`src/logic/sdc_pkg.sv`:
```
// sdc_pkg: constants shared by both ends of the three-wire converter write link.
// assumes a 200 MHz pclk on both ends.
package sdc_pkg;
  // ------------------------------------------------------------
  // frame layout
  // ------------------------------------------------------------
  localparam int FRAME_BITS = 24;
  localparam int ADDR_MSB = 23;
  localparam int ADDR_LSB = 16;
  localparam int DATA_W = 16;
  // ------------------------------------------------------------
  // device register addresses (command byte) and fields
  // ------------------------------------------------------------
  localparam logic [7:0] ADDR_NO_EFFECT = 8'h00;
  localparam logic [7:0] ADDR_UPDATE_MODE = 8'h02;
  localparam logic [7:0] ADDR_TRIGGER = 8'h05;
  localparam logic [7:0] ADDR_OUTPUT_CODE = 8'h08;
  localparam int UPDATE_MODE_BIT = 0;
  localparam int LOAD_TRIGGER_BIT = 4;
  localparam int SOFT_KEY_MSB = 3;
  localparam logic [3:0] SOFT_RESET_KEY = 4'ha;
  localparam logic [15:0] CODE_ZERO = 16'h0000;
  localparam logic [15:0] CODE_MID = 16'h8000;
  // ------------------------------------------------------------
  // host apb registers (byte addresses)
  // ------------------------------------------------------------
  localparam logic [7:0] HOST_FRAME_OFS = 8'h00;
  localparam logic [7:0] HOST_STATUS_OFS = 8'h04;
  localparam logic [7:0] HOST_CTRL_OFS = 8'h08;
  localparam logic [7:0] HOST_DIV_OFS = 8'h0c;
  localparam logic [15:0] HOST_DIV_RESET = 16'h0004;
  // ------------------------------------------------------------
  // timing
  // ------------------------------------------------------------
  localparam int CLK_MHZ = 200;
  localparam int INIT_WAIT_US = 250;
  localparam int INIT_WAIT_CYC = INIT_WAIT_US * CLK_MHZ;
  localparam int SEL_HIGH_NS = 160;
  localparam int SEL_HIGH_CYC = (SEL_HIGH_NS * CLK_MHZ + 999) / 1000;
endpackage

```
`src/logic/sdc_link_if.sv`:
```
// sdc_link_if: the three write-only wires between host and converter.
// assumes both ends share pclk; the device never drives back.
`timescale 1ns/1ps
interface sdc_link_if;
  logic frame_select_n;
  logic shift_clock;
  logic serial_input;
  modport host (output frame_select_n, output shift_clock, output serial_input);
  modport device (input frame_select_n, input shift_clock, input serial_input);
endinterface // sdc_link_if

```
`src/logic/sdc_device.sv`:
```
// sdc_device: control logic of the single-channel 16-bit converter.
// assumes link pins synchronous to pclk; presetn is power-up, reset_pin_n the hardware reset pin.
//
// Contract
// - initialisation restores defaults; host waits 250 us
// - default code zero or midscale by select pin
// - output holds default until valid code write
// - reset pin low asynchronously forces defaults
// - host releases reset, waits 250 us
// - select pin sampled when reset pin falls; the code keeps the level from the last clock edge before release
// - key 1010 at trigger starts initialisation
// - 24-bit frames, msb first, address then data
// - select falling starts frame, high ignores clock
// - free-running or gated shift clock accepted
// - addressed register loads on select rising edge
// - host holds select for 24 falling edges
// - short frame discarded, state unchanged
// - update mode bit defers output until trigger
// - load trigger copies buffer when triggered mode
// - output code reset 0000h or 8000h
// - writes go to buffer; immediate mode copies
`timescale 1ns/1ps
module sdc_device (
  // clock and power-up reset
  input wire logic pclk,
  input wire logic presetn,
  // hardware reset pin and level select strap
  input wire logic reset_pin_n,
  input wire logic reset_level_select,
  // serial link
  sdc_link_if.device link,
  // converter output and status
  output logic [15:0] output_code,
  output logic ready
);
  // ------------------------------------------------------------
  // reset and level capture
  // ------------------------------------------------------------
  logic rst_n;
  logic level_q;
  logic soft_init_q;
  assign rst_n = presetn & reset_pin_n;
  // the level is caught on the clock while reset is held, so it keeps the pin level from the last edge before release
  always_ff @(posedge pclk) begin
    if (!rst_n) begin
      level_q <= reset_level_select;
    end
  end

  function automatic logic [15:0] default_code(input logic lvl);
    return lvl ? sdc_pkg::CODE_MID : sdc_pkg::CODE_ZERO;
  endfunction

  // ------------------------------------------------------------
  // shift register; link sampled on pclk
  // ------------------------------------------------------------
  logic sel_prev_q;
  logic clk_prev_q;
  logic [23:0] shift_q;
  logic [4:0] count_q;
  logic clk_fall;
  logic sel_rise;
  logic sel_fall;
  assign clk_fall = clk_prev_q & ~link.shift_clock & ~link.frame_select_n;
  assign sel_rise = ~sel_prev_q & link.frame_select_n;
  assign sel_fall = sel_prev_q & ~link.frame_select_n;

  always_ff @(posedge pclk or negedge rst_n) begin
    if (!rst_n) begin
      sel_prev_q <= 1'b1;
      clk_prev_q <= 1'b0;
    end else begin
      sel_prev_q <= link.frame_select_n;
      clk_prev_q <= link.shift_clock;
    end
  end

  always_ff @(posedge pclk or negedge rst_n) begin
    if (!rst_n) begin
      shift_q <= 24'h00_0000;
      count_q <= 5'h00;
    end else if (soft_init_q || sel_fall || sel_rise) begin
      shift_q <= 24'h00_0000;
      count_q <= 5'h00;
    end else if (clk_fall) begin
      shift_q <= {shift_q[22:0], link.serial_input};
      if (count_q != 5'(sdc_pkg::FRAME_BITS)) begin
        count_q <= count_q + 5'h01;
      end
    end
  end

  // a frame counts only if 24 falling edges came; excess bits keep the last 24
  logic frame_ok;
  logic [7:0] cmd;
  logic [15:0] word;
  assign frame_ok = sel_rise && count_q == 5'(sdc_pkg::FRAME_BITS) && !soft_init_q;
  assign cmd = shift_q[sdc_pkg::ADDR_MSB:sdc_pkg::ADDR_LSB];
  assign word = shift_q[sdc_pkg::DATA_W-1:0];

  // ------------------------------------------------------------
  // register bank
  // ------------------------------------------------------------
  logic mode_q;
  logic [15:0] buffer_q;
  logic [15:0] active_q;
  logic code_valid_q;
  logic buf_wr_q;
  logic out_live_q;
  logic [15:0] code_q;
  logic wr_mode;
  logic wr_trig;
  logic wr_code;
  logic load_now;
  assign wr_mode = frame_ok && cmd == sdc_pkg::ADDR_UPDATE_MODE;
  assign wr_trig = frame_ok && cmd == sdc_pkg::ADDR_TRIGGER;
  assign wr_code = frame_ok && cmd == sdc_pkg::ADDR_OUTPUT_CODE;
  // load trigger is a pulse; nothing stored, so it clears itself
  assign load_now = wr_trig && word[sdc_pkg::LOAD_TRIGGER_BIT] && mode_q;

  always_ff @(posedge pclk or negedge rst_n) begin
    if (!rst_n) begin
      soft_init_q <= 1'b0;
    end else begin
      soft_init_q <= wr_trig && word[sdc_pkg::SOFT_KEY_MSB:0] == sdc_pkg::SOFT_RESET_KEY;
    end
  end

  always_ff @(posedge pclk or negedge rst_n) begin
    if (!rst_n) begin
      mode_q <= 1'b0;
    end else if (soft_init_q) begin
      mode_q <= 1'b0;
    end else if (wr_mode) begin
      mode_q <= word[sdc_pkg::UPDATE_MODE_BIT];
    end
  end

  // code_valid_q low means the output shows the level default, which tracks level_q
  always_ff @(posedge pclk or negedge rst_n) begin
    if (!rst_n) begin
      buffer_q <= 16'h0000;
      active_q <= 16'h0000;
      code_valid_q <= 1'b0;
      code_q <= 16'h0000;
    end else begin
      if (soft_init_q) begin
        code_valid_q <= 1'b0;
      end else if (wr_code) begin
        buffer_q <= word;
        if (!mode_q) begin
          active_q <= word;
          code_valid_q <= 1'b1;
        end
      end else if (load_now) begin
        active_q <= buf_wr_q ? buffer_q : default_code(level_q);
        code_valid_q <= 1'b1;
      end
      code_q <= code_valid_q ? active_q : default_code(level_q);
    end
  end

  // out_live_q low: no edge yet since reset, so the pin-selected default drives the output
  always_ff @(posedge pclk or negedge rst_n) begin
    if (!rst_n) begin
      out_live_q <= 1'b0;
    end else begin
      out_live_q <= 1'b1;
    end
  end
  // reset forces the default at once, without waiting for a clock edge
  assign output_code = out_live_q ? code_q : default_code(rst_n ? level_q : reset_level_select);

  // a buffer never written holds the default
  always_ff @(posedge pclk or negedge rst_n) begin
    if (!rst_n) begin
      buf_wr_q <= 1'b0;
    end else if (soft_init_q) begin
      buf_wr_q <= 1'b0;
    end else if (wr_code) begin
      buf_wr_q <= 1'b1;
    end
  end

  // ------------------------------------------------------------
  // initialisation delay; ready tells the host link may run
  // ------------------------------------------------------------
  logic [$clog2(sdc_pkg::INIT_WAIT_CYC+1)-1:0] wait_q;
  always_ff @(posedge pclk or negedge rst_n) begin
    if (!rst_n) begin
      wait_q <= '0;
    end else if (soft_init_q) begin
      wait_q <= '0;
    end else if (wait_q != ($clog2(sdc_pkg::INIT_WAIT_CYC+1))'(sdc_pkg::INIT_WAIT_CYC)) begin
      wait_q <= wait_q + 1'b1;
    end
  end
  assign ready = wait_q == ($clog2(sdc_pkg::INIT_WAIT_CYC+1))'(sdc_pkg::INIT_WAIT_CYC);
  // no serial output exists on this end
endmodule // sdc_device

```
`src/flat_wrapper.sv`:
```
// flat-port wrapper written by rule: the top's interface ports become plain ports
module sdc_device_flat 
  (pclk, presetn, reset_pin_n, reset_level_select, output_code, ready, link_frame_select_n, link_shift_clock, link_serial_input);
  sdc_link_if link_i ();
  input wire logic pclk;
  input wire logic presetn;
  input wire logic reset_pin_n;
  input wire logic reset_level_select;
  output logic [15:0] output_code;
  output logic ready;
  input wire logic [$bits(link_i.frame_select_n)-1:0] link_frame_select_n;
  input wire logic [$bits(link_i.shift_clock)-1:0] link_shift_clock;
  input wire logic [$bits(link_i.serial_input)-1:0] link_serial_input;
  assign link_i.frame_select_n = link_frame_select_n;
  assign link_i.shift_clock = link_shift_clock;
  assign link_i.serial_input = link_serial_input;
  sdc_device u_core (.pclk(pclk), .presetn(presetn), .reset_pin_n(reset_pin_n), .reset_level_select(reset_level_select), .link(link_i), .output_code(output_code), .ready(ready));
endmodule
```
`config.mk`:
```
export PLATFORM = sky130hd
export DESIGN_NAME = sdc_device_flat
export DESIGN_NICKNAME = d
export VERILOG_FILES = /design/src/logic/sdc_pkg.sv /design/src/logic/sdc_link_if.sv /design/src/logic/sdc_device.sv /design/src/flat_wrapper.sv
export SDC_FILE = /design/constraint.sdc
export NUM_CORES = 1
export LEC_CHECK = 0
export BUFFER_PORTS_ARGS = -buffer_cell sky130_fd_sc_hd__buf_2
export CAP_MARGIN = 20
export CORE_ASPECT_RATIO = 0.7
export CORE_MARGIN = 2
export CORE_UTILIZATION = 25
export CTS_CLUSTER_SIZE = 12
export DETAILED_ROUTE_END_ITERATION = 8
export PLACE_DENSITY = 0.52
export SYNTH_ARGS = -nofsm -noshare
export SYNTH_HDL_FRONTEND = slang
export SYNTH_SLANG_ARGS = --single-unit
export TNS_END_PERCENT = 100
```
`constraint.sdc`:
```
create_clock -name pclk -period 4.2 [get_ports pclk]
set_input_delay 0.42 -clock pclk [delete_from_list [all_inputs] [get_ports pclk]]
set_output_delay 0.42 -clock pclk [all_outputs]
set_load 0.02 [all_outputs]
```
==> metrics.txt, run 1 <==
outcome finished clean; min cycle time layout 2.47 ns; Synth area leader dfrtp_1; Max FO, Critical Path 33; Post-synth EDFFs 0; Finished Layout Cells 678; antenna cells 0; Tcrit/Tclk final 58.8%; routability congestion estimate 0.689; Max Transition Viols Final 0; Worst-path clk slew 0.08 ns; CTS tree built; # resized after CTS 0; Setup crit end kind flop; Design Area, Final 5110 µm²; CP Launch Type flop; main combinational cell family by area after synthesis simple AND/OR/NAND/NOR gates; DRT Wirelength 9170 µm; vias in the first global route 2,982; drt first pass iters 4; Clock Sinks 101; synth warn 0; PortBufs 23; final hold vios 0; clk_skew 0.00947 ns; routed len/inst 13.5 µm; Top-Level Pins 24; fillers 1,787; Post-Synth XOR/XNOR Area 2.93%; Final Setup Violations 0; fin nets 453; placed insts 661; Pwr Total 1880 µW; HP Class input port to async pin; Post-Syn Instances 429; # DRC 0; Final HPWL DP 5880 µm; sequential share of the synthesized area 56.3%; Max Cap Violations 0; metal3 WL 312 µm; fmax 0.405 GHz; Final Hold Slack 0.178 ns; FF+latch count, synth 101; grt ovf 0; Synth area leaders dfrtp_1, mux2_2, nand2_1, a21oi_1, a32oi_1; die footprint 19,000 µm²; Met2 Wirelength 3780 µm; initial antenna violation count 0; M1 wire length 5050 µm; Synth Area in Compound Gates 9.44%; Post-Synth Adder-Cell Area 1.12%; Max H-tree Level 3; Area after DPL 4790 µm²; Die Height 116 µm; Yosys top cell area share 55.3%; Post-synth ARST share 99.0%; post-CTS setup buffers 0; All-Layer GR Usage 10.5%; Max Used Layer met4; mux cell area share after synthesis 5.50%; setup TNS 0 ns; cts hold-fix bufs 0; area of the core 17,400 µm²; Starting DRT DRC Count 132; worst vdd ir 0.162 mV; first-pass GRT wire length 15,700 µm; Vias 3,008; FP Rows 40; Netlist cell types 46; leakage dissipation 0.00223 µW; Num CTS Buffers 9; Synth Net Count 440; Critical Path AT 2.70 ns; share of layout cells above drive strength 1 17.2%; CP Class flop to flop; Synth Cell Area 4480 µm²; Slew headroom 37.8%; largest net degree at the start of global routing 62; Worst-Skew Late Latency 0.34 ns; post-synthesis simple-gate area fraction 19.7%; die width 164 µm; Critical Path RT 4.43 ns; Pwr Density 369 nW/µm²; worst-margin pin slew 0.931 ns; area grow syn2layout 14.1%; CTS Buffer Depth 2; Syn Area/Cell 10.4 µm²; unrepaired setup endpoints after global routing no; initial core utilization 25.8%; CTS Root Cell clkbuf_16; antenna-violating nets left 0; main flop type after synthesis dfrtp_1; via/cell ratio 4.44
==> per-stage QoR <==
step           utilization (%)  worst slack [ns]
6_report                  29.4              1.73
3_3_place_gp              27.6              1.80
3_5_place_dp              27.6              1.71
5_1_grt                   29.4              1.49
4_1_cts                   29.3              1.73
2_1_floorplan                -            0.0634
==> final timing paths <==
| check | from | to | slack (ns) | cells past startpoint |
|---|---|---|---|---|
| hold / removal | reset_pin_n | u_core.code_q[2] | 0.18 | 2 |
| max in group asynchronous | presetn | u_core.wait_q[7] | 2.84 | 3 |
| hold reg to reg | u_core.active_q[11] | u_core.code_q[11] | 0.48 | 2 |
| setup / recovery | u_core.soft_init_q | u_core.buffer_q[7] | 1.73 | 3 |
| setup reg to reg | u_core.soft_init_q | u_core.buffer_q[7] | 1.73 | 3 |
| min in group pclk | link_frame_select_n | u_core.sel_prev_q | 0.22 | 1 |
==> routing by layer <==
metal	up-vias	track usage, %
met5	-	0
met4	0	2.11
met3	4	2.90
met2	45	15.1
met1	1477	15.7
li1	1482	-
==> sequential cells by signal (all words and copies together), names as in the netlist <==
register and flops:
u_core.active_q 16, u_core.buf_wr_q 1, u_core.buffer_q 16, u_core.clk_prev_q 1, u_core.code_q 16, u_core.code_valid_q 1
u_core.count_q 5, u_core.level_q 1, u_core.mode_q 1, u_core.out_live_q 1, u_core.sel_prev_q 1, u_core.shift_q 24
u_core.soft_init_q 1, u_core.wait_q 16
==> synthesized netlist by cell type (all sizes together) (2+ instances only) <==
cell type,instances
dfrtp,99
nand2,53
nor2,34
a21oi,30
inv,27
nand3,26
mux2,21
o21ai,20
and2,16
clkbuf,16
a32oi,15
xnor2,10
buf,8
nand2b,5
nand4,5
nor4,5
xor2,5
ha,4
nor4b,3
a31o,2
and3,2
and4bb,2
nor3,2
nor3b,2
nor4bb,2
or3,2
==> report_power, final <==
| group | total (µW) | internal (µW) | switching (µW) |
|---|---|---|---|
| clock network | 827 | 424 | 404 |
| registers | 980 | 976 | 4.86 |
| logic | 75.8 | 20.8 | 55.0 |
| total | 1880 | 1420 | 463 |
==> area by class of cell <==
cell class | count | area [µm²] | area share, %
clock buffer | 9 | 225 | 4.41
clock inverter | 7 | 80.1 | 1.57
inverter | 27 | 101 | 1.98
multi-input combinational | 277 | 1750 | 34.2
sequential | 101 | 2520 | 49.4
tap | 231 | 289 | 5.66
timing repair buffer | 26 | 145 | 2.84
==> placed cells by master, fill, tap and decap left out, types with 3 or more instances in the layout <==
cell	n
nand4_1	4
ha_1	4
nand3_1	25
and2_1	15
nor2_1	34
dfrtp_1	99
xor2_1	5
nor4_1	3
buf_2	23
a21oi_1	30
nand2b_1	5
a32oi_1	15
o21ai_0	20
nand2_1	53
mux2_2	21
xnor2_1	10
inv_1	27
clkbuf_16	9
==> worst max-delay path, stage by stage, from the launching register on <==
cell and delay (ns):
dfrtp_1 0.65, nor3b_2 0.36, nand4_2 0.76, mux2_2 0.58
==> logic make-up after synthesis <==
group,after synthesis
AND/OR/NAND/NOR,165
flip-flops,101
AO/OA/AOI/OAI,70
buffers and inverters,51
multiplexers,22
XOR/XNOR,15
adder cells (fa/ha/maj),4
other,1
Note: power is estimated with default switching activity, not from simulation.
==> run 2, diff against run 1 <==
--- a/config.mk
+++ b/config.mk
@@ -12,7 +12,7 @@
 export CORE_UTILIZATION = 25
 export CTS_CLUSTER_SIZE = 12
 export DETAILED_ROUTE_END_ITERATION = 8
-export PLACE_DENSITY = 0.52
+export PLACE_DENSITY = 0.5
 export SYNTH_ARGS = -nofsm -noshare
 export SYNTH_HDL_FRONTEND = slang
 export SYNTH_SLANG_ARGS = --single-unit
==> constraint.sdc (replaced) <==
create_clock -name pclk -period 2.49 [get_ports pclk]
set_input_delay 0.249 -clock pclk [delete_from_list [all_inputs] [get_ports pclk]]
set_output_delay 0.249 -clock pclk [all_outputs]
set_load 0.02 [all_outputs]
==> metrics.txt, run 2 (synthesized netlist as in run 1, its figures left out) <==
Clock Sinks 101 (unchanged); Worst Hold Path Cells 1; fin nets 459 (was 453); Max Transition Viols Final 0 (unchanged); Slew headroom 41.2% (was 37.8%); first-pass GRT wire length 15,200 µm (was 15,700 µm); grt ovf 0 (unchanged); most common cell after layout, fill and taps aside dfrtp_1 (unchanged); Sequential Area 2520 µm² (unchanged); routability congestion estimate 0.701 (was 0.689); Final Setup Violations 0 (unchanged); share of layout cells above drive strength 1 17.9% (was 17.2%); slowest stage delay, CP 0.67 ns (was 0.76 ns); # resized after CTS 0 (unchanged); routed len/inst 13.1 µm (was 13.5 µm); most frequent cells in the layout dfrtp_1, nand2_1, nor2_1, a21oi_1, inv_1 (unchanged); Starting DRT DRC Count 147 (was 132); Max Cap Violations 0 (unchanged); Max FO, Critical Path 33 (unchanged); CP Cell Sequence inv_1, ha_1, and4b_1, nand4_2, mux2_2 (was nor3b_2, nand4_2, mux2_2); Final Hold Slack 0.0515 ns (was 0.178 ns); vias in the first global route 2,927 (was 2,982); CTS Root Cell clkbuf_16 (unchanged); final hold vios 0 (unchanged); die footprint 19,000 µm² (unchanged); area grow syn2layout 14.7% (was 14.1%); setup ws final 0.229 ns (was 1.73 ns); via/cell ratio 4.41 (was 4.44); Place WS 0.237 ns (was 1.71 ns); Die Height 116 µm (unchanged); setup TNS 0 ns (unchanged); drt first pass iters 4 (unchanged); Max H-tree Level 3 (unchanged); clk_skew 0.00880 ns (was 0.00947 ns); Crit path depth 5 (was 3); Vias 3,018 (was 3,008); fillers 1,818 (was 1,787); area of the core 17,400 µm² (unchanged); Num CTS Buffers 9 (unchanged); max reg flops 24 (unchanged); All-Layer GR Usage 10.1% (was 10.5%); antenna cells 0 (unchanged); CP Buf/Inv Count 1 (was 0); antenna-violating nets left 0 (unchanged); initial core utilization 25.8% (unchanged); DRT Wirelength 8960 µm (was 9170 µm); # DRC 0 (unchanged); multi-input combinational cell area 1750 µm² (unchanged); cts hold-fix bufs 2 (was 0); FP Rows 40 (unchanged); Final HPWL DP 5930 µm (was 5880 µm); Worst-path clk slew 0.07 ns (was 0.08 ns); CP Launch Type flop (unchanged); die width 164 µm (unchanged); Setup crit end kind flop (unchanged); fmax 0.442 GHz (was 0.405 GHz); Top Family by Delay on Critical Path simple AND/OR/NAND/NOR gates (unchanged); Pwr Density 612 nW/µm² (was 369 nW/µm²); post-CTS setup buffers 0 (unchanged); initial antenna violation count 0 (unchanged); CP Class flop to flop (unchanged); outcome finished clean (unchanged); HP Class input port to flop (was input port to async pin); PortBufs 23 (unchanged); Worst-Skew Late Latency 0.35 ns (was 0.34 ns); min cycle time layout 2.26 ns (was 2.47 ns); Tcrit/Tclk final 90.8% (was 58.8%); largest net degree at the start of global routing 42 (was 62); worst-margin pin slew 0.880 ns (was 0.931 ns); Top-Level Pins 24 (unchanged); critical path's slowest cell nand4_2 (unchanged); R2R cell count 5 (was 3); Critical Path AT 2.49 ns (was 2.70 ns); CTS Buffer Depth 2 (unchanged); Biggest register u_core.shift_q (unchanged); leakage dissipation 0.00226 µW (was 0.00223 µW); worst vdd ir 0.287 mV (was 0.162 mV); Critical Path RT 2.72 ns (was 4.43 ns); unrepaired setup endpoints after global routing no (unchanged); CTS tree built (unchanged)
[run 2: cell types whose count changed in the layout (fill, tap and decap cells not counted), sizes merged]
cell         before  now
buf              26   30
dlygate4sd3       0    2
clkinv            3    2
inv              30   31
[run 2: area by class of cell]
type | instances | area share [%]
Multi-Input combinational cell | 277 | 34.0
Timing Repair Buffer | 32 | 3.65
Clock inverter | 7 | 1.29
Sequential cell | 101 | 49.1
Tap cell | 231 | 5.62
Inverter | 27 | 1.97
Clock buffer | 9 | 4.38
[run 2: layer usage]
| layer | up-vias | track usage [%] | share of wire, % |
|---|---|---|---|
| met4 | 0 | 2.98 | 0.21 |
| met5 | - | 0 | 0 |
| li1 | 1496 | - | - |
| met3 | 2 | 2.58 | 4.7 |
| met2 | 58 | 14.5 | 41 |
| met1 | 1462 | 14.9 | 54 |
[run 2: path summary, 6_finish.rpt]
path	slack, ns	end	startpoint
worst min-delay path	0.05	u_core.clk_prev_q	link_shift_clock
min in group asynchronous	0.16	u_core.code_q[13]	presetn
worst max register to register	0.23	u_core.buffer_q[8]	u_core.count_q[0]
max in group asynchronous	0.68	u_core.shift_q[2]	reset_pin_n
worst max-delay path	0.23	u_core.buffer_q[8]	u_core.count_q[0]
worst min register to register	0.48	u_core.code_q[2]	u_core.active_q[2]
[run 2: through the flow]
stage / instance area, µm² / power [µW] / instances / util, %
after global placement: 4830 / 1810 / 666 / 27.8
after detailed placement: 4830 / 1810 / 666 / 27.8
after CTS: 5140 / 3200 / 684 / 29.6
after floorplan: 4480 / 1770 / 429 / -
final: 5140 / 3140 / 684 / 29.6
after global routing: 5140 / 3270 / 684 / 29.6
[run 2: worst register-to-register path, delay by kind of cell, from the launching register on]
kind / cells / cell delay (ns)
adders and majority gates: 1 / 0.17
muxes: 1 / 0.57
buffers and inverters: 1 / 0.10
DFF: 1 / 0.40
and+or+nand+nor: 2 / 0.92
[run 2: power by group]
group          switching, µW  total [µW]  internal (µW)
sequential              7.98        1650           1650
combinational           91.0         127           35.7
clock                    660        1360            703
total                    759        3140           2380
==> run 3, diff against run 2 <==
--- a/config.mk
+++ b/config.mk
@@ -9,10 +9,11 @@
 export CAP_MARGIN = 20
 export CORE_ASPECT_RATIO = 0.7
 export CORE_MARGIN = 2
-export CORE_UTILIZATION = 25
+export CORE_UTILIZATION = 55
 export CTS_CLUSTER_SIZE = 12
 export DETAILED_ROUTE_END_ITERATION = 8
-export PLACE_DENSITY = 0.5
+export GPL_TIMING_DRIVEN = 0
+export PLACE_DENSITY = 0.84
 export SYNTH_ARGS = -nofsm -noshare
 export SYNTH_HDL_FRONTEND = slang
 export SYNTH_SLANG_ARGS = --single-unit
==> metrics.txt, run 3 (synthesized netlist as in run 1, its figures left out) <==
outcome finished clean (unchanged); CP startpoint reset_pin_n (was u_core.count_q[0]); CP Class input port to primary output (was flop to flop); Top Family by Delay on Critical Path buffers and inverters (was simple AND/OR/NAND/NOR gates); Setup crit end kind primary output (was flop); CTS Root Cell clkbuf_16 (unchanged); routability congestion estimate 0.787 (was 0.701); fmax 0.484 GHz (was 0.442 GHz); Pwr Total 3100 µW (was 3140 µW); final hold vios 0 (unchanged); Final Setup Violations 0 (unchanged); antenna cells 0 (unchanged); RR Startpoint u_core.count_q[0] (unchanged); worst setup path endpoint output_code[15] (was u_core.buffer_q[8]); Final HPWL DP 5680 µm (was 5930 µm); min cycle time layout 2.07 ns (was 2.26 ns); leakage dissipation 0.00229 µW (was 0.00226 µW); Worst R2R Setup Slack 0.62 ns (was 0.23 ns); clk_skew 0.0105 ns (was 0.00880 ns); Critical Path AT 1.82 ns (was 2.49 ns); Critical Path RT 2.24 ns (was 2.72 ns); most frequent cells in the layout dfrtp_1, nand2_1, nor2_1, a21oi_1, buf_2 (was dfrtp_1, nand2_1, nor2_1, a21oi_1, inv_1); Top-Level Pins 24 (unchanged); Die Height 79.5 µm (was 116 µm); CP Buf/Inv Count 3 (was 1); Max H-tree Level 3 (unchanged); antenna-violating nets left 0 (unchanged); Max Cap Violations 0 (unchanged); worst-margin pin slew 0.508 ns (was 0.880 ns); fillers 596 (was 1,818); Pwr Density 612 nW/µm² (about the same); unrepaired setup endpoints after global routing no (unchanged); grt ovf 0 (unchanged); FP Rows 27 (was 40); area of the core 7870 µm² (was 17,400 µm²); initial antenna violation count 0 (unchanged); Biggest register u_core.shift_q (unchanged); largest net degree at the start of global routing 67 (was 42); die footprint 8890 µm² (was 19,000 µm²); Vias 3,188 (was 3,018); routed len/inst 14.6 µm (was 13.1 µm); Tcrit/Tclk final 83.0% (was 90.8%); Crit path depth 6 (was 5); Starting DRT DRC Count 241 (was 147); R2R cell count 7 (was 5); vias in the first global route 3,187 (was 2,927); drt first pass iters 5 (was 4); setup TNS 0 ns (unchanged); critical path's slowest cell dlygate4sd3_1 (was nand4_2); CTS tree built (unchanged); CTS Buffer Depth 2 (unchanged); # DRC 0 (unchanged); HP Class input port to async pin (was input port to flop); post-CTS setup buffers 0 (unchanged); Max FO, Critical Path 3 (was 33); CP Launch Type input port (was flop); Worst-Skew Late Latency 0.34 ns (was 0.35 ns); share of layout cells above drive strength 1 17.6% (was 17.9%); slowest stage delay, CP 0.52 ns (was 0.67 ns); Clock Sinks 101 (unchanged); Worst-path clk slew 0.07 ns (about the same); RR Endpoint u_core.active_q[10] (was u_core.buffer_q[8]); initial core utilization 56.9% (was 25.8%); most common cell after layout, fill and taps aside dfrtp_1 (unchanged); Slew headroom 66.1% (was 41.2%); first-pass GRT wire length 15,100 µm (was 15,200 µm); All-Layer GR Usage 21.2% (was 10.1%); area grow syn2layout 13.0% (was 14.7%); worst vdd ir 0.462 mV (was 0.287 mV); die width 112 µm (was 164 µm); via/cell ratio 5.57 (was 4.41); Num CTS Buffers 9 (unchanged); CP Cell Sequence dlygate4sd3_1, buf_2, and2_4, mux2_2, mux2_2, buf_2 (was inv_1, ha_1, and4b_1, nand4_2, mux2_2); Max Transition Viols Final 0 (unchanged); DRT Wirelength 8340 µm (was 8960 µm); fin nets 477 (was 459); PortBufs 23 (unchanged); max reg flops 24 (unchanged)
## run 3: cell count changes in the layout (fill, tap and decap cells not counted), moves of 2 or more
cell | previous run | this run
clkbuf_1 | 0 | 16
buf_2 | 23 | 29
buf_4 | 7 | 0
inv_6 | 3 | 1
## run 3: power by group
| part | total, µW | internal (µW) | switching [µW] | leakage, µW |
|---|---|---|---|---|
| registers | 1650 | 1650 | 6.61 | 0.00125 |
| logic | 134 | 41.3 | 92.2 | 0.000904 |
| clock network | 1310 | 693 | 621 | 0.000140 |
## run 3: worst min path at each step
stage	startpoint	end	slack, ns	depth (start not counted)
after global placement	link_shift_clock	u_core.clk_prev_q	0.38	1
after global routing	link_shift_clock	u_core.clk_prev_q	0.02	1
after floorplan	link_frame_select_n	u_core.sel_prev_q	0.25	0
after CTS	link_shift_clock	u_core.clk_prev_q	0.02	1
final	presetn	u_core.code_q[3]	0.03	3
after detailed placement	reset_pin_n	u_core.code_q[2]	0.35	2
## run 3: per-layer routing
| layer | vias to the layer above | wire length [µm] | track usage [%] |
|---|---|---|---|
| met5 | - | 0 | 0 |
| li1 | 1536 | - | - |
| met2 | 72 | 4000 | 34.6 |
| met1 | 1573 | 3880 | 28.0 |
| met3 | 7 | 405 | 6.38 |
| met4 | 0 | 53 | 5.43 |
## run 3: worst register-to-register path: stages (launching register included)
cell      delay, ns
dfrtp_1        0.37
inv_1          0.08
ha_1           0.21
and4b_1        0.25
nand4_2        0.16
clkbuf_1       0.37
nand3_1        0.14
a32oi_1        0.23
## run 3: repair_timing
action	CTS	global route
hold endpoints to repair	34	0
gates resized for setup	0	0
hold buffers	2	0
endpoints found under the setup margin	0	0
## run 3: final cells by class
| class | instances | area (µm²) | area share [%] |
|---|---|---|---|
| Clock buffer | 9 | 225 | 4.45 |
| Tap cell | 101 | 126 | 2.50 |
| Sequential cell | 101 | 2520 | 49.8 |
| Clock inverter | 7 | 57.6 | 1.14 |
| Multi-Input combinational cell | 277 | 1740 | 34.4 |
| Buffer | 24 | 116 | 2.30 |
| Inverter | 27 | 101 | 2.00 |
| Timing Repair Buffer | 26 | 173 | 3.41 |
## run 3: per-stage QoR
stage / cell area, µm² / hold WS [ns] / utilization [%] / std cells / setup slack, ns
2_1_floorplan: 4480 / 0.253 / - / 429 / 0.434
3_3_place_gp: 4720 / 0.382 / 60.0 / 553 / 0.0387
3_5_place_dp: 4750 / 0.353 / 60.4 / 554 / 0.619
4_1_cts: 5060 / 0.0237 / 64.3 / 572 / 0.412
5_1_grt: 5060 / 0.0236 / 64.3 / 572 / 0.358
6_report: 5060 / 0.0258 / 64.3 / 572 / 0.422
